## src/shared/pmc_defs.svh

```systemverilog
// constants for the power mode controller: register offsets, fields, reset values
// assumes inclusion by bare name from the package only
`ifndef PMC_DEFS_SVH
`define PMC_DEFS_SVH
// ============================================================
// register byte offsets
`define PMC_OFS_MODE      4'h0
`define PMC_OFS_LOCK      4'h4
`define PMC_OFS_PERCLK    4'h8
`define PMC_OFS_OSCCFG    4'hc
`define PMC_OFS_WAKEEN    4'h0
`define PMC_OFS_STATUS    4'h4
// register page select (address bit 4): 0 control, 1 wake/status
`define PMC_PAGE_BIT      4
// ============================================================
// field positions
`define PMC_MODE_LSB      0
`define PMC_OSC_WDOG      0
`define PMC_OSC_LPOSC     1
`define PMC_OSC_BROWN     2
`define PMC_OSC_FRODIV_LSB 3
`define PMC_OSC_EXTSEL    5
`define PMC_OSC_LPDPD     6
`define PMC_OSC_WAKEPIN   7
`define PMC_OSC_RSTPIN    8
// ============================================================
// reset values
`define PMC_RST_PERCLK    16'hffff
`define PMC_RST_OSCCFG    9'h008
`define PMC_RST_WAKEEN    6'h00
`endif

```

## src/shared/pmc_pkg.sv

```systemverilog
// types for the power mode controller
// assumes the constants header is on the include path
package pmc_pkg;
  `include "pmc_defs.svh"
  // ============================================================
  // power modes as software requests them
  typedef enum logic [1:0] {
    MODE_SLEEP,
    MODE_DEEP_SLEEP,
    MODE_POWER_DOWN,
    MODE_DEEP_PD
  } power_mode_e;
  // ============================================================
  // controller states
  typedef enum logic [2:0] {
    ST_RUN,
    ST_SLEEP,
    ST_DEEP_SLEEP,
    ST_POWER_DOWN,
    ST_DEEP_PD
  } pmc_state_e;
  // ============================================================
  // wake source bundle (deep-sleep and power-down sources)
  typedef struct packed {
    logic pin_int;
    logic wdog_int;
    logic touch_int;
    logic usart_slv_int;
    logic spi_slv_int;
    logic i2c_slv_int;
  } wake_src_s;
  // ============================================================
  // gating outputs toward the clock, oscillator and analog blocks
  typedef struct packed {
    logic        core_clk_en;
    logic [15:0] periph_clk_en;
    logic        rc_osc_run;
    logic        rc_osc_out_en;
    logic [1:0]  rc_div_sel;
    logic        ext_clk_sel_pin;
    logic        xtal_osc_run;
    logic        pll_run;
    logic        watchdog_osc_run;
    logic        lp_osc_run;
    logic        brownout_run;
    logic        analog_en;
    logic        flash_on;
    logic        flash_standby;
    logic        chip_power_on;
  } gate_s;
endpackage

```

## src/design/power_mode_controller.sv

```systemverilog
// power mode controller: sequences sleep, deep-sleep, power-down and deep power-down
// assumes a classic wishbone master on clk_i, wake sources on asynchronous pins/domains
`timescale 1ns/100ps
module power_mode_controller
  import pmc_pkg::*;
(
  input  wire logic        clk_i,
  input  wire logic        rst_i,
  // classic wishbone slave
  input  wire logic        cyc_i,
  input  wire logic        stb_i,
  input  wire logic        we_i,
  input  wire logic [4:0]  adr_i,
  input  wire logic [3:0]  sel_i,
  input  wire logic [31:0] dat_i,
  output logic      [31:0] dat_o,
  output logic             ack_o,
  // core side
  input  wire logic        wfi_i,
  input  wire logic        irq_any_i,
  // asynchronous wake sources
  input  wire wake_src_s   wake_src_i,
  input  wire logic        reset_pin_i,
  input  wire logic        wake_pin_i,
  input  wire logic        wake_pin_timer_i,
  // gating outputs
  output gate_s            gate_o,
  output pmc_state_e       state_o
);

  // ============================================================
  // synchronisers for asynchronous inputs
  localparam int NSYNC = 10;
  logic [NSYNC-1:0] raw_in;
  logic [NSYNC-1:0] sync_a;
  logic [NSYNC-1:0] sync_b;
  assign raw_in = {wake_src_i, reset_pin_i, wake_pin_i, wake_pin_timer_i, irq_any_i};

  // two flops per input; only sync_b is read downstream
  always_ff @(posedge clk_i) begin
    if (rst_i) begin
      sync_a <= '0;
      sync_b <= '0;
    end else begin
      sync_a <= raw_in;
      sync_b <= sync_a;
    end
  end

  wake_src_s wake_s;
  logic      rst_pin_s;
  logic      wake_pin_s;
  logic      timer_s;
  logic      irq_s;
  assign {wake_s, rst_pin_s, wake_pin_s, timer_s, irq_s} = sync_b;

  // ============================================================
  // registers
  power_mode_e mode_sel;
  logic        dpd_lock;
  logic [15:0] periph_gate;
  logic [8:0]  osc_cfg;
  logic [5:0]  wake_en;
  pmc_state_e  state;
  logic        woke_flag;

  logic        bus_req;
  logic        page;
  logic [3:0]  ofs;
  logic        wr;
  assign bus_req = cyc_i & stb_i & ~ack_o;
  assign page    = adr_i[`PMC_PAGE_BIT];
  assign ofs     = adr_i[3:0];
  assign wr      = bus_req & we_i & sel_i[0];

  // ack one cycle after request, dropped the cycle after
  always_ff @(posedge clk_i) begin
    if (rst_i) ack_o <= 1'b0;
    else       ack_o <= bus_req;
  end

  // mode selection written ahead of the wait-for-interrupt
  always_ff @(posedge clk_i) begin
    if (rst_i) mode_sel <= MODE_SLEEP;
    else if (wr && !page && ofs == `PMC_OFS_MODE)
      mode_sel <= power_mode_e'(dat_i[`PMC_MODE_LSB +: 2]);
  end

  // lock bit is write-once-set until reset
  always_ff @(posedge clk_i) begin
    if (rst_i) dpd_lock <= 1'b0;
    else if (wr && !page && ofs == `PMC_OFS_LOCK && dat_i[0])
      dpd_lock <= 1'b1;
  end

  // per-peripheral clock gate register
  always_ff @(posedge clk_i) begin
    if (rst_i) periph_gate <= `PMC_RST_PERCLK;
    else if (wr && !page && ofs == `PMC_OFS_PERCLK) begin
      periph_gate[7:0] <= dat_i[7:0];
      if (sel_i[1]) periph_gate[15:8] <= dat_i[15:8];
    end
  end

  // oscillator, brownout, divider and deep power-down wake config
  always_ff @(posedge clk_i) begin
    if (rst_i) osc_cfg <= `PMC_RST_OSCCFG;
    else if (wr && !page && ofs == `PMC_OFS_OSCCFG) begin
      osc_cfg[7:0] <= dat_i[7:0];
      if (sel_i[1]) osc_cfg[8] <= dat_i[8];
    end
  end

  // system wake enable register
  always_ff @(posedge clk_i) begin
    if (rst_i) wake_en <= `PMC_RST_WAKEEN;
    else if (wr && page && ofs == `PMC_OFS_WAKEEN) wake_en <= dat_i[5:0];
  end

  // read mux
  always_ff @(posedge clk_i) begin
    if (rst_i) dat_o <= 32'h0000_0000;
    else if (bus_req && !we_i) begin
      dat_o <= 32'h0000_0000;
      if (!page) begin
        unique case (ofs)
          `PMC_OFS_MODE:   dat_o[1:0]  <= mode_sel;
          `PMC_OFS_LOCK:   dat_o[0]    <= dpd_lock;
          `PMC_OFS_PERCLK: dat_o[15:0] <= periph_gate;
          `PMC_OFS_OSCCFG: dat_o[8:0]  <= osc_cfg;
          default:         dat_o       <= 32'h0000_0000;
        endcase
      end else begin
        unique case (ofs)
          `PMC_OFS_WAKEEN: dat_o[5:0]  <= wake_en;
          `PMC_OFS_STATUS: dat_o[3:0]  <= {woke_flag, state};
          default:         dat_o       <= 32'h0000_0000;
        endcase
      end
    end
  end

  // ============================================================
  // wake decode
  logic deep_wake;
  logic dpd_wake;
  assign deep_wake = rst_pin_s | (|(wake_s & wake_en));
  assign dpd_wake  = (wake_pin_s & osc_cfg[`PMC_OSC_WAKEPIN])
                   | (rst_pin_s & osc_cfg[`PMC_OSC_RSTPIN])
                   | (timer_s & osc_cfg[`PMC_OSC_LPDPD]);

  // ============================================================
  // state machine
  pmc_state_e next_state;
  always_comb begin
    next_state = state;
    unique case (state)
      ST_RUN: begin
        if (wfi_i) begin
          unique case (mode_sel)
            MODE_SLEEP:      next_state = ST_SLEEP;
            MODE_DEEP_SLEEP: next_state = ST_DEEP_SLEEP;
            MODE_POWER_DOWN: next_state = ST_POWER_DOWN;
            MODE_DEEP_PD:    next_state = dpd_lock ? ST_SLEEP : ST_DEEP_PD;
          endcase
        end
      end
      ST_SLEEP:      if (irq_s || rst_pin_s) next_state = ST_RUN;
      ST_DEEP_SLEEP: if (deep_wake) next_state = ST_RUN;
      ST_POWER_DOWN: if (deep_wake) next_state = ST_RUN;
      ST_DEEP_PD:    if (dpd_wake) next_state = ST_RUN;
      default:       next_state = ST_RUN;
    endcase
  end

  always_ff @(posedge clk_i) begin
    if (rst_i) state <= ST_RUN;
    else       state <= next_state;
  end

  // sticky flag: set on a return from low power, cleared by reading status
  logic clr_woke;
  logic set_woke;
  assign clr_woke = bus_req && !we_i && page && ofs == `PMC_OFS_STATUS;
  assign set_woke = state != ST_RUN && next_state == ST_RUN;
  always_ff @(posedge clk_i) begin
    if (rst_i)         woke_flag <= 1'b0;
    else if (set_woke) woke_flag <= 1'b1; // set wins over clear
    else if (clr_woke) woke_flag <= 1'b0;
  end

  // ============================================================
  // gating per state, registered
  gate_s next_gate;
  always_comb begin
    next_gate = '0;
    next_gate.rc_div_sel      = osc_cfg[`PMC_OSC_FRODIV_LSB +: 2];
    next_gate.ext_clk_sel_pin = osc_cfg[`PMC_OSC_EXTSEL];
    next_gate.lp_osc_run      = osc_cfg[`PMC_OSC_LPOSC];
    unique case (state)
      ST_RUN, ST_SLEEP: begin
        next_gate.core_clk_en      = (state == ST_RUN);
        next_gate.periph_clk_en    = periph_gate;
        next_gate.rc_osc_run       = 1'b1;
        next_gate.rc_osc_out_en    = 1'b1;
        next_gate.xtal_osc_run     = 1'b1;
        next_gate.pll_run          = 1'b1;
        next_gate.watchdog_osc_run = osc_cfg[`PMC_OSC_WDOG];
        next_gate.brownout_run     = osc_cfg[`PMC_OSC_BROWN];
        next_gate.analog_en        = 1'b1;
        next_gate.flash_on         = 1'b1;
        next_gate.chip_power_on    = 1'b1;
      end
      ST_DEEP_SLEEP: begin
        next_gate.rc_osc_run       = 1'b1;
        next_gate.watchdog_osc_run = osc_cfg[`PMC_OSC_WDOG];
        next_gate.brownout_run     = osc_cfg[`PMC_OSC_BROWN];
        next_gate.flash_on         = 1'b1;
        next_gate.flash_standby    = 1'b1;
        next_gate.chip_power_on    = 1'b1;
      end
      ST_POWER_DOWN: begin
        next_gate.watchdog_osc_run = osc_cfg[`PMC_OSC_WDOG];
        next_gate.brownout_run     = osc_cfg[`PMC_OSC_BROWN];
        next_gate.chip_power_on    = 1'b1;
      end
      ST_DEEP_PD: begin
        next_gate.lp_osc_run = osc_cfg[`PMC_OSC_LPOSC] & osc_cfg[`PMC_OSC_LPDPD];
      end
      default: next_gate = '0;
    endcase
  end

  // registered gate outputs; reset shows run mode with the crystal oscillator and PLL off
  always_ff @(posedge clk_i) begin
    if (rst_i) begin
      gate_o <= '0;
      gate_o.core_clk_en   <= 1'b1;
      gate_o.periph_clk_en <= `PMC_RST_PERCLK;
      gate_o.rc_osc_run    <= 1'b1;
      gate_o.rc_osc_out_en <= 1'b1;
      gate_o.flash_on      <= 1'b1;
      gate_o.analog_en     <= 1'b1;
      gate_o.chip_power_on <= 1'b1;
      gate_o.rc_div_sel    <= 2'h1;
    end else begin
      gate_o <= next_gate;
    end
  end

  assign state_o = state;

endmodule

```

## config.mk

```make
export PLATFORM = sky130hd
export DESIGN_NAME = power_mode_controller
export DESIGN_NICKNAME = d
export VERILOG_FILES = /design/src/shared/pmc_pkg.sv /design/src/design/power_mode_controller.sv
export VERILOG_INCLUDE_DIRS = /design/src /design/src/shared
export SDC_FILE = /design/constraint.sdc
export NUM_CORES = 1
export LEC_CHECK = 0
export BUFFER_PORTS_ARGS = -buffer_cell sky130_fd_sc_hd__buf_2
export CORE_ASPECT_RATIO = 1.25
export CORE_UTILIZATION = 45
export CTS_BUF_LIST = sky130_fd_sc_hd__clkbuf_8
export DETAILED_ROUTE_END_ITERATION = 10
export HOLD_SLACK_MARGIN = 0.03
export PLACE_DENSITY = 0.72
export SYNTH_ARGS = -nofsm -noshare
export SYNTH_HDL_FRONTEND = slang
export SYNTH_SLANG_ARGS = --single-unit
```

## constraint.sdc

```tcl
create_clock -name clk_i -period 2.3 [get_ports clk_i]
set_input_delay 0 -clock clk_i [delete_from_list [all_inputs] [get_ports clk_i]]
set_output_delay 0 -clock clk_i [all_outputs]
set_load 0.05 [all_outputs]
```

==> insert_results.sql, run 1 <==
INSERT INTO impl_metrics (metric_group, metric, value, unit) VALUES
('synth', 'synth_edf_count', '0', ''),
('floorplanning', 'io_pins', '124', ''),
('setup_path', 'crit-reg2reg-capture', 'osc_cfg[8]$_SDFFE_PP0P_', ''),
('global_routing', 'globalRoute.totalOverflow', '0', ''),
('route', 'residual_drc', '0', ''),
('setup_path', 'reg2reg_slack', '0.50', 'ns'),
('cells_and_area', 'nFillCells', '779', ''),
('clocking', 'htreeDepth', '3', ''),
('floorplanning', 'floorplan.initialDensity', '46.1', '%'),
('setup_path', 'largest_fanout_of_any_net_on_the_critical_path', '8', ''),
('clocking', 'clock_pin_slew_of_the_registers_on_the_worst_case_setup_and_hold_paths', '0.09', 'ns'),
('global_routing', 'grt_max_degree', '55', ''),
('clocking', 'cts-root-buf', 'clkbuf_8', ''),
('route', 'drt_first_pass_iters', '5', ''),
('pwr', 'power.switching_fraction', '24.4', '%'),
('setup_path', 'critical_path_launch_point_type', 'input port', ''),
('route', 'vias', '3094', ''),
('cells_and_area', 'drive_gt1_share', '25.0', '%'),
('route', 'post_drt_wl_per_cell', '14.2', 'um'),
('global_routing', 'grt_busiest_layer', 'met2', ''),
('route', 'vias_per_cell', '4.97', ''),
('synth', 'post_synthesis_mean_instance_area', '10.3', 'sq um'),
('hold_path', 'origin_of_the_worst_min_delay_path', 'we_i', ''),
('route', 'dr.first_iter.drc_count', '156', ''),
('global_routing', 'globalRouteMet2Util', '35.3', '%'),
('synth', 'number_of_register_bits_inferred_by_synthesis', '103', ''),
('clocking', 'cts_tree', 'built', ''),
('synth', 'post_synthesis_cell_type_count', '51', ''),
('pwr', 'pwr-share-comb', '9.7', '%'),
('synth', 'yosys_warnings', '0', ''),
('pwr', 'intPower', '2.49', 'mW'),
('pwr', 'pwr-share-clk', '34.9', '%'),
('cells_and_area', 'final_net_count', '557', ''),
('place', 'detailedPlacementHpwl', '6210', 'um'),
('timing', 'finalMaxSlewViolations', '0', ''),
('floorplanning', 'die_area', '9240', 'sq um'),
('global_routing', 'via_count_of_the_first_global_routing_pass', '3016', ''),
('timing', 'max_freq', '0.524', 'GHz'),
('clocking', 'tritoncts.num_buffers', '9', ''),
('synth', 'synth_top_area_share', '51.7', '%'),
('timing', 'finalClockSkew', '0.0131', 'ns'),
('hold_path', 'endpoint_of_the_worst_hold_path', 'dat_o[4]$_SDFFE_PP0P_', ''),
('pwr', 'p_per_area', '662', 'nW/um^2'),
('synth', 'synth.yosys.seq_area_share', '51.7', '%'),
('setup_path', 'reg2reg_depth', '5', ''),
('global_routing', 'antenna_found_initial', '0', ''),
('timing', 'timing.final.hold_violations', '0', ''),
('synth', 'syn-cell-area', '3990', 'sq um'),
('floorplanning', 'number_of_placement_rows', '38', ''),
('cells_and_area', 'areaGrowthSynthToFinish', '24.6', '%'),
('synth', 'syn_inst', '386', ''),
('clocking', 'cts.path.max_buffers', '2', ''),
('clocking', 'clock-sinks', '103', ''),
('setup_path', 'worstReg2RegStart', 'ack_o$_SDFF_PP0_', ''),
('pwr', 'p_total', '3.29', 'mW'),
('timing', 'setup_repair_after_global_routing_missed_its_margin', 'false', ''),
('place', 'place.gp.congestion', '0.859', ''),
('route', 'routed_wirelength', '8860', 'um'),
('global_routing', 'gr-usage-met3', '5.93', '%'),
('timing', 'tightestPinTransition', '0.831', 'ns'),
('run', 'max_cap_violations', '0', ''),
('setup_path', 'crit_path_end_kind', 'register', ''),
('floorplanning', 'core_area', '8650', 'sq um'),
('cells_and_area', 'num_antenna_cells', '0', ''),
('pwr', 'total_net_switching_power', '0.801', 'mW'),
('global_routing', 'grt.met1_usage', '22.3', '%'),
('outcome', 'outcome', 'completed', ''),
('hold_path', 'hp-class', 'input port to register', ''),
('synth', 'ys_dominant_reg_cell', 'dfxtp_1', ''),
('pwr', 'max-vdd-ir-drop', '339', 'uV'),
('synth', 'cell_with_the_most_instances_after_synthesis', 'dfxtp_1', '');
power groups by stage:
| stage | Combinational, mW | Sequential, mW | Clock [mW] |
|---|---|---|---|
| 2_1_floorplan | 0.189 | 1.90 | 0 |
| 3_3_place_gp | 0.273 | 1.86 | 0 |
| 3_5_place_dp | 0.278 | 1.87 | 0 |
| 4_1_cts | 0.317 | 1.82 | 1.18 |
| 5_1_grt | 0.341 | 1.83 | 1.26 |
| 6_report | 0.318 | 1.82 | 1.15 |
critical path: stages:
cell           delay, ns
dlygate4sd3_1       0.54
buf_2               0.14
or3_4               0.42
nor3_1              0.32
and3_1              0.54
mux2i_1             0.23
area by class of cell:
class                           instances  area (sq um)  area share (%)
Clock buffer                           11           151            3.05
Clock inverter                          5          56.3            1.13
Inverter                                5          18.8           0.378
Multi-Input combinational cell        252          1720            34.7
Sequential cell                       103          2060            41.5
Tap cell                              120           150            3.02
Timing Repair Buffer                  127           806            16.2
metrics by stage:
step / area [sq um] / worst slack [ns] / std cells / utilization [%]
floorplan: 4040 / 0.350 / 401 / -
global placement: 4460 / 0.568 / 577 / 51.5
detailed placement: 4460 / 0.570 / 577 / 51.5
CTS: 4960 / 0.427 / 623 / 57.4
global route: 4960 / 0.225 / 623 / 57.4
finish: 4960 / 0.392 / 623 / 57.4
state kept, by name (all words and copies together) (netlist names):
name	cells
woke_flag	1
sync_b	10
sync_a	10
state_o	3
wake_en	6
periph_gate	16
ack_o	1
osc_cfg	9
mode_sel	2
dpd_lock	1
gate_o	28
dat_o	16
kinds of logic (layout without fill, tap and decap cells):
| group | Yosys count | in the layout | share of synthesized area (%) |
|---|---|---|---|
| AO/OA/AOI/OAI | 64 | 64 | 12.5 |
| AND/OR/NAND/NOR | 136 | 136 | 19.6 |
| flip-flops | 103 | 103 | 51.7 |
| buffers and inverters | 46 | 148 | 6.50 |
| adder cells (fa/ha/maj) | 2 | 2 | 0.628 |
| multiplexers | 34 | 34 | 8.95 |
| other | 1 | 16 | 0.0941 |
cells in the final DEF (no fill, tap or decap), types with 4 or more instances in the layout:
cell type      count
dfxtp_1          103
buf_2             89
nor2_1            54
mux2i_1           30
dlygate4sd3_1     30
nor2b_1           29
a21o_1            19
nand2b_1          16
conb_1            16
a22oi_1           13
clkbuf_8          11
a211o_1            8
buf_4              8
a211oi_1           6
inv_1              5
nor3b_1            5
nor3_1             4
repair_timing:
action / in CTS / in global routing
buffers inserted: 0 / 0
hold endpoints to repair: 46 / 0
hold buffers: 30 / 0
metal layers:
metal	vias to the layer above	wire length, um	share of wire (%)
met5	-	0	0
met4	0	189	2.1
met3	16	518	5.8
met2	100	4390	50
met1	1453	3760	42
li1	1525	-	-
how the worst max path moves through the flow:
stage / start / end / slack [ns] / cells past startpoint
4_1_cts: adr_i[4] / osc_cfg[5]$_SDFFE_PP0P_ / 0.43 / 6
3_5_place_dp: ack_o$_SDFF_PP0_ / periph_gate[9]$_SDFFE_PP1P_ / 0.57 / 6
6_report: adr_i[4] / osc_cfg[5]$_SDFFE_PP0P_ / 0.39 / 6
2_1_floorplan: ack_o$_SDFF_PP0_ / periph_gate[13]$_SDFFE_PP1P_ / 0.35 / 5
3_3_place_gp: ack_o$_SDFF_PP0_ / osc_cfg[7]$_SDFFE_PP0P_ / 0.57 / 4
5_1_grt: adr_i[4] / osc_cfg[5]$_SDFFE_PP0P_ / 0.23 / 6
Note: power is estimated with default switching activity, not from simulation.
==> inputs of run 2 (changes only) <==
--- a/config.mk
+++ b/config.mk
@@ -12,7 +12,7 @@
 export CTS_BUF_LIST = sky130_fd_sc_hd__clkbuf_8
 export DETAILED_ROUTE_END_ITERATION = 10
 export HOLD_SLACK_MARGIN = 0.03
-export PLACE_DENSITY = 0.72
+export PLACE_DENSITY = 0.74
 export SYNTH_ARGS = -nofsm -noshare
 export SYNTH_HDL_FRONTEND = slang
 export SYNTH_SLANG_ARGS = --single-unit
==> constraint.sdc (replaced) <==
create_clock -name clk_i -period 1.64 [get_ports clk_i]
set_input_delay 0 -clock clk_i [delete_from_list [all_inputs] [get_ports clk_i]]
set_output_delay 0 -clock clk_i [all_outputs]
set_load 0.05 [all_outputs]
==> insert_results.sql, run 2 (synthesized netlist as in run 1, its figures left out) <==
INSERT INTO impl_metrics (metric_group, metric, value, unit) VALUES
('cells_and_area', 'final_net_count', '580', ''),
('global_routing', 'globalRoute.totalOverflow', '0', ''),
('pwr', 'static_leakage', '2.10', 'nW'),
('setup_path', 'reg2reg_slack', '0.01', 'ns'),
('route', 'drt_first_pass_iters', '7', ''),
('cells_and_area', 'finalNonFillerCells', '645', ''),
('clocking', 'cts.path.max_buffers', '2', ''),
('timing', 'finalCriticalPeriod', '1.63', 'ns'),
('route', 'route.antenna.remaining_nets', '0', ''),
('place', 'detailedPlacementHpwl', '6380', 'um'),
('clocking', 'htreeDepth', '3', ''),
('route', 'routed_wirelength', '9320', 'um'),
('global_routing', 'gr-usage-met3', '5.23', '%'),
('global_routing', 'grt_max_degree', '54', ''),
('floorplanning', 'number_of_placement_rows', '38', ''),
('setup_path', 'critical_path_top_delay_cell', 'dfxtp_4', ''),
('place', 'place.gp.congestion', '0.885', ''),
('timing', 'final-setup-viol-count', '0', ''),
('cells_and_area', 'nFillCells', '750', ''),
('timing', 'finalMaxSlewViolations', '0', ''),
('setup_path', 'reg2reg_depth', '6', ''),
('global_routing', 'grt_first_pass_wirelength', '14600', 'um'),
('outcome', 'outcome', 'completed', ''),
('setup_path', 'worstPathRequired', '1.90', 'ns'),
('setup_path', 'critical_path_launch_point_type', 'register', ''),
('clocking', 'tritoncts.num_buffers', '9', ''),
('cells_and_area', 'largest_register_ffs', '28', ''),
('setup_path', 'worstReg2RegStart', 'ack_o$_SDFF_PP0_', ''),
('timing', 'setup_repair_after_global_routing_missed_its_margin', 'true', ''),
('setup_path', 'worst-path-buf-inv', '2', ''),
('clocking', 'clock_latency_late_sink', '0.37', 'ns'),
('cells_and_area', 'num_antenna_cells', '0', ''),
('place', 'dp_area', '4580', 'sq um'),
('route', 'residual_drc', '0', ''),
('setup_path', 'crit-reg2reg-capture', 'periph_gate[11]$_SDFFE_PP1P_', ''),
('floorplanning', 'die_x', '86.2', 'um'),
('floorplanning', 'die_area', '9240', 'sq um'),
('hold_path', 'endpoint_of_the_worst_hold_path', 'dat_o[1]$_SDFFE_PP0P_', ''),
('cells_and_area', 'mostFrequentLayoutCell', 'dfxtp_1', ''),
('global_routing', 'grt.met1_usage', '23.5', '%'),
('setup_path', 'critPathKind', 'register to register', ''),
('route', 'vias', '3196', ''),
('cells_and_area', 'biggestRegsByFlops', 'gate_o x28, dat_o x16, periph_gate x16', ''),
('floorplanning', 'die_h', '107', 'um'),
('timing', 'max_freq', '0.613', 'GHz'),
('floorplanning', 'core_area', '8650', 'sq um'),
('cells_and_area', 'drive_gt1_share', '27.4', '%'),
('cells_and_area', 'final_design_area_no_fill', '5180', 'sq um'),
('setup_path', 'critical_path_cell_list', 'nand3b_1, buf_6, nor4_4, buf_12, nor2b_1, a211o_1', ''),
('global_routing', 'antenna_found_initial', '0', ''),
('hold_path', 'origin_of_the_worst_min_delay_path', 'we_i', ''),
('cells_and_area', 'area_of_the_multi_input_gates', '1740', 'sq um'),
('run', 'max_cap_violations', '0', ''),
('cells_and_area', 'ff_latch_area', '2070', 'sq um'),
('clocking', 'cts-root-buf', 'clkbuf_8', ''),
('clocking', 'clock_pin_slew_of_the_registers_on_the_worst_case_setup_and_hold_paths', '0.09', 'ns'),
('setup_path', 'crit_path_end_kind', 'register', ''),
('pwr', 'max-vdd-ir-drop', '686', 'uV'),
('pwr', 'p_per_area', '863', 'nW/um^2'),
('setup_path', 'largest_fanout_of_any_net_on_the_critical_path', '13', ''),
('hold_path', 'worst_hold_path.num_cells', '5', ''),
('clocking', 'cts_tree', 'built', ''),
('floorplanning', 'io_pins', '124', ''),
('setup_path', 'worst_path_largest_cell_delay', '0.35', 'ns'),
('floorplanning', 'floorplan.initialDensity', '46.1', '%'),
('route', 'dr.first_iter.drc_count', '153', ''),
('cells_and_area', 'registers.top_by_ff_count', 'gate_o', ''),
('place', 'numPortBuffers', '89', ''),
('place', 'dp.cells', '589', ''),
('timing', 'timing.final.hold_violations', '0', ''),
('cells_and_area', 'areaGrowthSynthToFinish', '29.9', '%'),
('global_routing', 'globalRouteMet2Util', '36.5', '%'),
('global_routing', 'via_count_of_the_first_global_routing_pass', '3141', ''),
('timing', 'finalClockSkew', '0.0122', 'ns'),
('timing', 'layout_worst_path_cycle_share', '99.4', '%'),
('global_routing', 'grt.total_usage', '21.0', '%'),
('global_routing', 'grt_busiest_layer', 'met2', ''),
('timing', 'fin_setup_tns', '0', 'ns'),
('hold_path', 'hp-class', 'input port to register', ''),
('route', 'post_drt_wl_per_cell', '14.4', 'um'),
('setup_path', 'cp_depth', '6', ''),
('cells_and_area', 'mostFrequentLayoutCells', 'dfxtp_1 (102), buf_2 (89), nor2_1 (54), dlygate4sd3_1 (36), mux2i_1 (30)', ''),
('route', 'vias_per_cell', '4.96', ''),
('clocking', 'clock-sinks', '103', ''),
('setup_path', 'timing.critical_path.arrival', '1.89', 'ns'),
('setup_path', 'critical-path-top-delay-family', 'simple AND/OR/NAND/NOR gates', '');
run 2: per-stage QoR:
step / hold slack [ns] / setup slack, ns / util [%] / power (mW)
3_5_place_dp: 0.205 / -0.0107 / 52.9 / 3.01
4_1_cts: 0.0723 / 0.000518 / 59.5 / 4.50
6_report: 0.113 / 0.00961 / 59.8 / 4.47
5_1_grt: 0.110 / -0.0623 / 59.8 / 4.65
2_1_floorplan: 0.118 / -0.108 / - / 2.92
3_3_place_gp: 0.201 / 0.0262 / 52.9 / 3.01
run 2: what timing repair did:
item	in CTS	in global routing
gates resized for setup	3	4
cloned	0	0
hold endpoints to repair	52	0
pin swaps	0	1
setup endpoints to repair	17	26
setup buffers	4	1
hold buffers	36	0
run 2: how the worst max path moves through the flow:
stage | from | to | slack, ns
floorplan | ack_o$_SDFF_PP0_ | periph_gate[13]$_SDFFE_PP1P_ | -0.11
global placement | ack_o$_SDFF_PP0_ | osc_cfg[6]$_SDFFE_PP0P_ | 0.03
detailed placement | ack_o$_SDFF_PP0_ | periph_gate[0]$_SDFFE_PP1P_ | -0.01
CTS | ack_o$_SDFF_PP0_ | periph_gate[10]$_SDFFE_PP1P_ | 0.0005
global route | ack_o$_SDFF_PP0_ | periph_gate[11]$_SDFFE_PP1P_ | -0.06
finish | ack_o$_SDFF_PP0_ | periph_gate[11]$_SDFFE_PP1P_ | 0.01
run 2: power breakdown:
part,internal (mW),switching (mW)
clock network,0.619,0.818
logic,0.181,0.292
registers,2.54,0.0190
run 2: layout make-up:
| type | count | share of cell area (%) |
|---|---|---|
| Sequential cell | 103 | 39.9 |
| Multi-Input combinational cell | 252 | 33.6 |
| Timing Repair Buffer | 150 | 19.9 |
| Clock buffer | 11 | 2.92 |
| Tap cell | 120 | 2.90 |
| Clock inverter | 4 | 0.459 |
| Inverter | 5 | 0.363 |
run 2: metal layers:
metal / vias to the layer above / share of wire [%]
met5: - / 0
met4: 0 / 2.2
met3: 13 / 6.1
met2: 101 / 52
met1: 1510 / 40
li1: 1572 / -
run 2: worst min-delay path, stage by stage:
cell,delay (ns)
buf_2,0.10
nor2_1,0.04
buf_4,0.16
nor2_1,0.09
a211oi_1,0.05
==> inputs of run 3 (changes only) <==
--- a/config.mk
+++ b/config.mk
@@ -13,6 +13,7 @@
 export DETAILED_ROUTE_END_ITERATION = 10
 export HOLD_SLACK_MARGIN = 0.03
 export PLACE_DENSITY = 0.74
+export REMOVE_ABC_BUFFERS = 1
 export SYNTH_ARGS = -nofsm -noshare
 export SYNTH_HDL_FRONTEND = slang
 export SYNTH_SLANG_ARGS = --single-unit
==> insert_results.sql, run 3 (synthesized netlist as in run 1, its figures left out) <==
INSERT INTO impl_metrics (metric_group, metric, value, unit) VALUES
('timing', 'finalClockSkew', '0.00895', 'ns'),
('hold_path', 'origin_of_the_worst_min_delay_path', 'sel_i[1]', ''),
('pwr', 'power.sequential.fraction', '53.7', '%'),
('pwr', 'total_net_switching_power', '1.15', 'mW'),
('place', 'dp.cells', '591', ''),
('timing', 'finalMaxSlewViolations', '0', ''),
('global_routing', 'globalRoute.totalOverflow', '0', ''),
('timing', 'finalCriticalPeriod', '1.58', 'ns'),
('setup_path', 'crit_path_frequent_cell', 'buf_4', ''),
('cells_and_area', 'mostFrequentLayoutCell', 'dfxtp_1', ''),
('clocking', 'tritoncts.num_buffers', '9', ''),
('global_routing', 'grt_max_degree', '85', ''),
('timing', 'max_freq', '0.634', 'GHz'),
('setup_path', 'worst_path_largest_cell_delay', '0.33', 'ns'),
('setup_path', 'timing.critical_path.arrival', '1.89', 'ns'),
('route', 'post_drt_wl_per_cell', '14.7', 'um'),
('cells_and_area', 'finalNonFillerCells', '646', ''),
('cells_and_area', 'areaGrowthSynthToFinish', '31.4', '%'),
('floorplanning', 'die_h', '107', 'um'),
('cells_and_area', 'largest_register_ffs', '28', ''),
('place', 'dpl_worst_slack', '-0.00976', 'ns'),
('pwr', 'intPower', '3.61', 'mW'),
('hold_path', 'hp-class', 'input port to register', ''),
('route', 'drt_first_pass_iters', '7', ''),
('pwr', 'p_per_area', '909', 'nW/um^2'),
('clocking', 'clock_latency_late_sink', '0.37', 'ns'),
('floorplanning', 'io_pins', '124', ''),
('timing', 'final-setup-viol-count', '0', ''),
('route', 'vias_per_cell', '4.90', ''),
('floorplanning', 'die_area', '9240', 'sq um'),
('cells_and_area', 'nFillCells', '766', ''),
('route', 'route.antenna.remaining_nets', '0', ''),
('outcome', 'violations', 'design-rule violations', ''),
('place', 'place.gp.congestion', '0.902', ''),
('timing', 'setup_repair_after_global_routing_missed_its_margin', 'false', ''),
('clocking', 'cts.path.max_buffers', '2', ''),
('setup_path', 'startpoint', 'ack_o$_SDFF_PP0_', ''),
('global_routing', 'grt.total_usage', '20.9', '%'),
('place', 'numPortBuffers', '89', ''),
('global_routing', 'grt_first_pass_wirelength', '14600', 'um'),
('setup_path', 'critical-path-top-delay-family', 'buffers and inverters', ''),
('cells_and_area', 'area_of_the_multi_input_gates', '1740', 'sq um'),
('pwr', 'pwr-share-clk', '36.3', '%'),
('floorplanning', 'number_of_placement_rows', '38', ''),
('route', 'vias', '3165', ''),
('cells_and_area', 'final_core_utilization', '60.5', '%'),
('cells_and_area', 'registers.top_by_ff_count', 'gate_o', ''),
('route', 'routed_wirelength', '9520', 'um'),
('timing', 'finalWorstSetupSlack', '0.0634', 'ns'),
('setup_path', 'critical_path_top_delay_cell', 'dfxtp_2', ''),
('place', 'dp_area', '4590', 'sq um'),
('setup_path', 'critical_path_launch_point_type', 'register', ''),
('clocking', 'htreeDepth', '3', ''),
('timing', 'layout_worst_path_cycle_share', '96.1', '%'),
('cells_and_area', 'biggestRegsByFlops', 'gate_o x28, dat_o x16, periph_gate x16', ''),
('cells_and_area', 'mostFrequentLayoutCells', 'dfxtp_1 (102), buf_2 (89), nor2_1 (54), dlygate4sd3_1 (34), mux2i_1 (30)', ''),
('global_routing', 'antenna_found_initial', '0', ''),
('pwr', 'pwr-share-comb', '10.0', '%'),
('pwr', 'max-vdd-ir-drop', '487', 'uV'),
('timing', 'timing.final.hold_violations', '0', ''),
('place', 'detailedPlacementHpwl', '6320', 'um'),
('floorplanning', 'floorplan.initialDensity', '46.1', '%'),
('floorplanning', 'die_x', '86.2', 'um'),
('setup_path', 'worstPathRequired', '1.96', 'ns'),
('cells_and_area', 'ff_latch_area', '2060', 'sq um'),
('timing', 'worst_case_hold_slack', '0.0705', 'ns'),
('cells_and_area', 'final_net_count', '580', ''),
('route', 'dr.first_iter.drc_count', '206', ''),
('global_routing', 'via_count_of_the_first_global_routing_pass', '3036', ''),
('setup_path', 'critPathKind', 'register to register', ''),
('setup_path', 'worst-path-buf-inv', '4', ''),
('setup_path', 'critical_path_cell_list', 'nand3b_1, buf_4, nor4_4, buf_4, clkbuf_16, buf_4, a211o_1', ''),
('cells_and_area', 'final_design_area_no_fill', '5240', 'sq um'),
('route', 'residual_drc', '1', ''),
('clocking', 'clock_pin_slew_of_the_registers_on_the_worst_case_setup_and_hold_paths', '0.09', 'ns'),
('pwr', 'p_total', '4.76', 'mW'),
('clocking', 'cts-root-buf', 'clkbuf_8', ''),
('clocking', 'cts_tree', 'built', ''),
('pwr', 'power.switching_fraction', '24.1', '%'),
('timing', 'fin_setup_tns', '0', 'ns'),
('cells_and_area', 'drive_gt1_share', '28.1', '%'),
('setup_path', 'largest_fanout_of_any_net_on_the_critical_path', '8', ''),
('setup_path', 'worstReg2RegStart', 'ack_o$_SDFF_PP0_', ''),
('outcome', 'outcome', 'finished, violations left', ''),
('cells_and_area', 'num_antenna_cells', '0', ''),
('pwr', 'static_leakage', '2.11', 'nW'),
('floorplanning', 'core_area', '8650', 'sq um'),
('run', 'max_cap_violations', '0', ''),
('clocking', 'clock-sinks', '103', ''),
('setup_path', 'crit_path_end_kind', 'register', '');
run 3: cell count changes in the layout (fill, tap and decap cells not counted), sizes merged:
cell         change
buf              +1
inv              -1
dlygate4sd3      -2
bufinv           +2
clkinv           +1
run 3: worst paths after layout:
kind                            depth (start not counted)                      endpoint  slack [ns]
worst min register to register                          1          sync_b[1]$_SDFF_PP0_        0.44
worst max-delay path                                    7  periph_gate[10]$_SDFFE_PP1P_        0.06
worst max register to register                          7  periph_gate[10]$_SDFFE_PP1P_        0.06
worst min-delay path                                    5       osc_cfg[8]$_SDFFE_PP0P_        0.07
run 3: area by class of cell:
type	instances	share of cell area (%)
flip-flops and latches	103	39.4
multi-input cells	252	33.2
repair buffers	150	20.0
well taps	120	2.87
clock buffers	10	2.63
clock inverters	6	1.62
inverters	5	0.358
run 3: tightest hold or removal path, cell delays in order:
cell     delay [ns]
buf_2          0.11
nand3_1        0.07
nor4_1         0.05
mux2i_1        0.10
nor2_1         0.08
run 3: layer usage:
layer | GRT usage (%) | wire [um] | vias up
met5 | 0 | 0 | -
met4 | 10.6 | 199 | 0
met3 | 4.08 | 371 | 15
met2 | 35.1 | 4870 | 81
met1 | 25.3 | 4080 | 1494
li1 | - | - | 1575
run 3: power by group through the flow:
stage	Clock [mW]	Sequential, mW	Combinational [mW]
2_1_floorplan	0	2.67	0.187
4_1_cts	1.75	2.56	0.468
6_report	1.73	2.56	0.475
3_5_place_dp	0	2.62	0.403
5_1_grt	1.87	2.56	0.505
3_3_place_gp	0	2.62	0.397
run 3: what timing repair did:
action	in CTS	in global routing
resized for setup	3	6
endpoints found under the setup margin	22	35
hold buffers	34	0
setup buffers	0	4
cloned	0	1
endpoints found under the hold margin	50	0
pin swaps	1	3
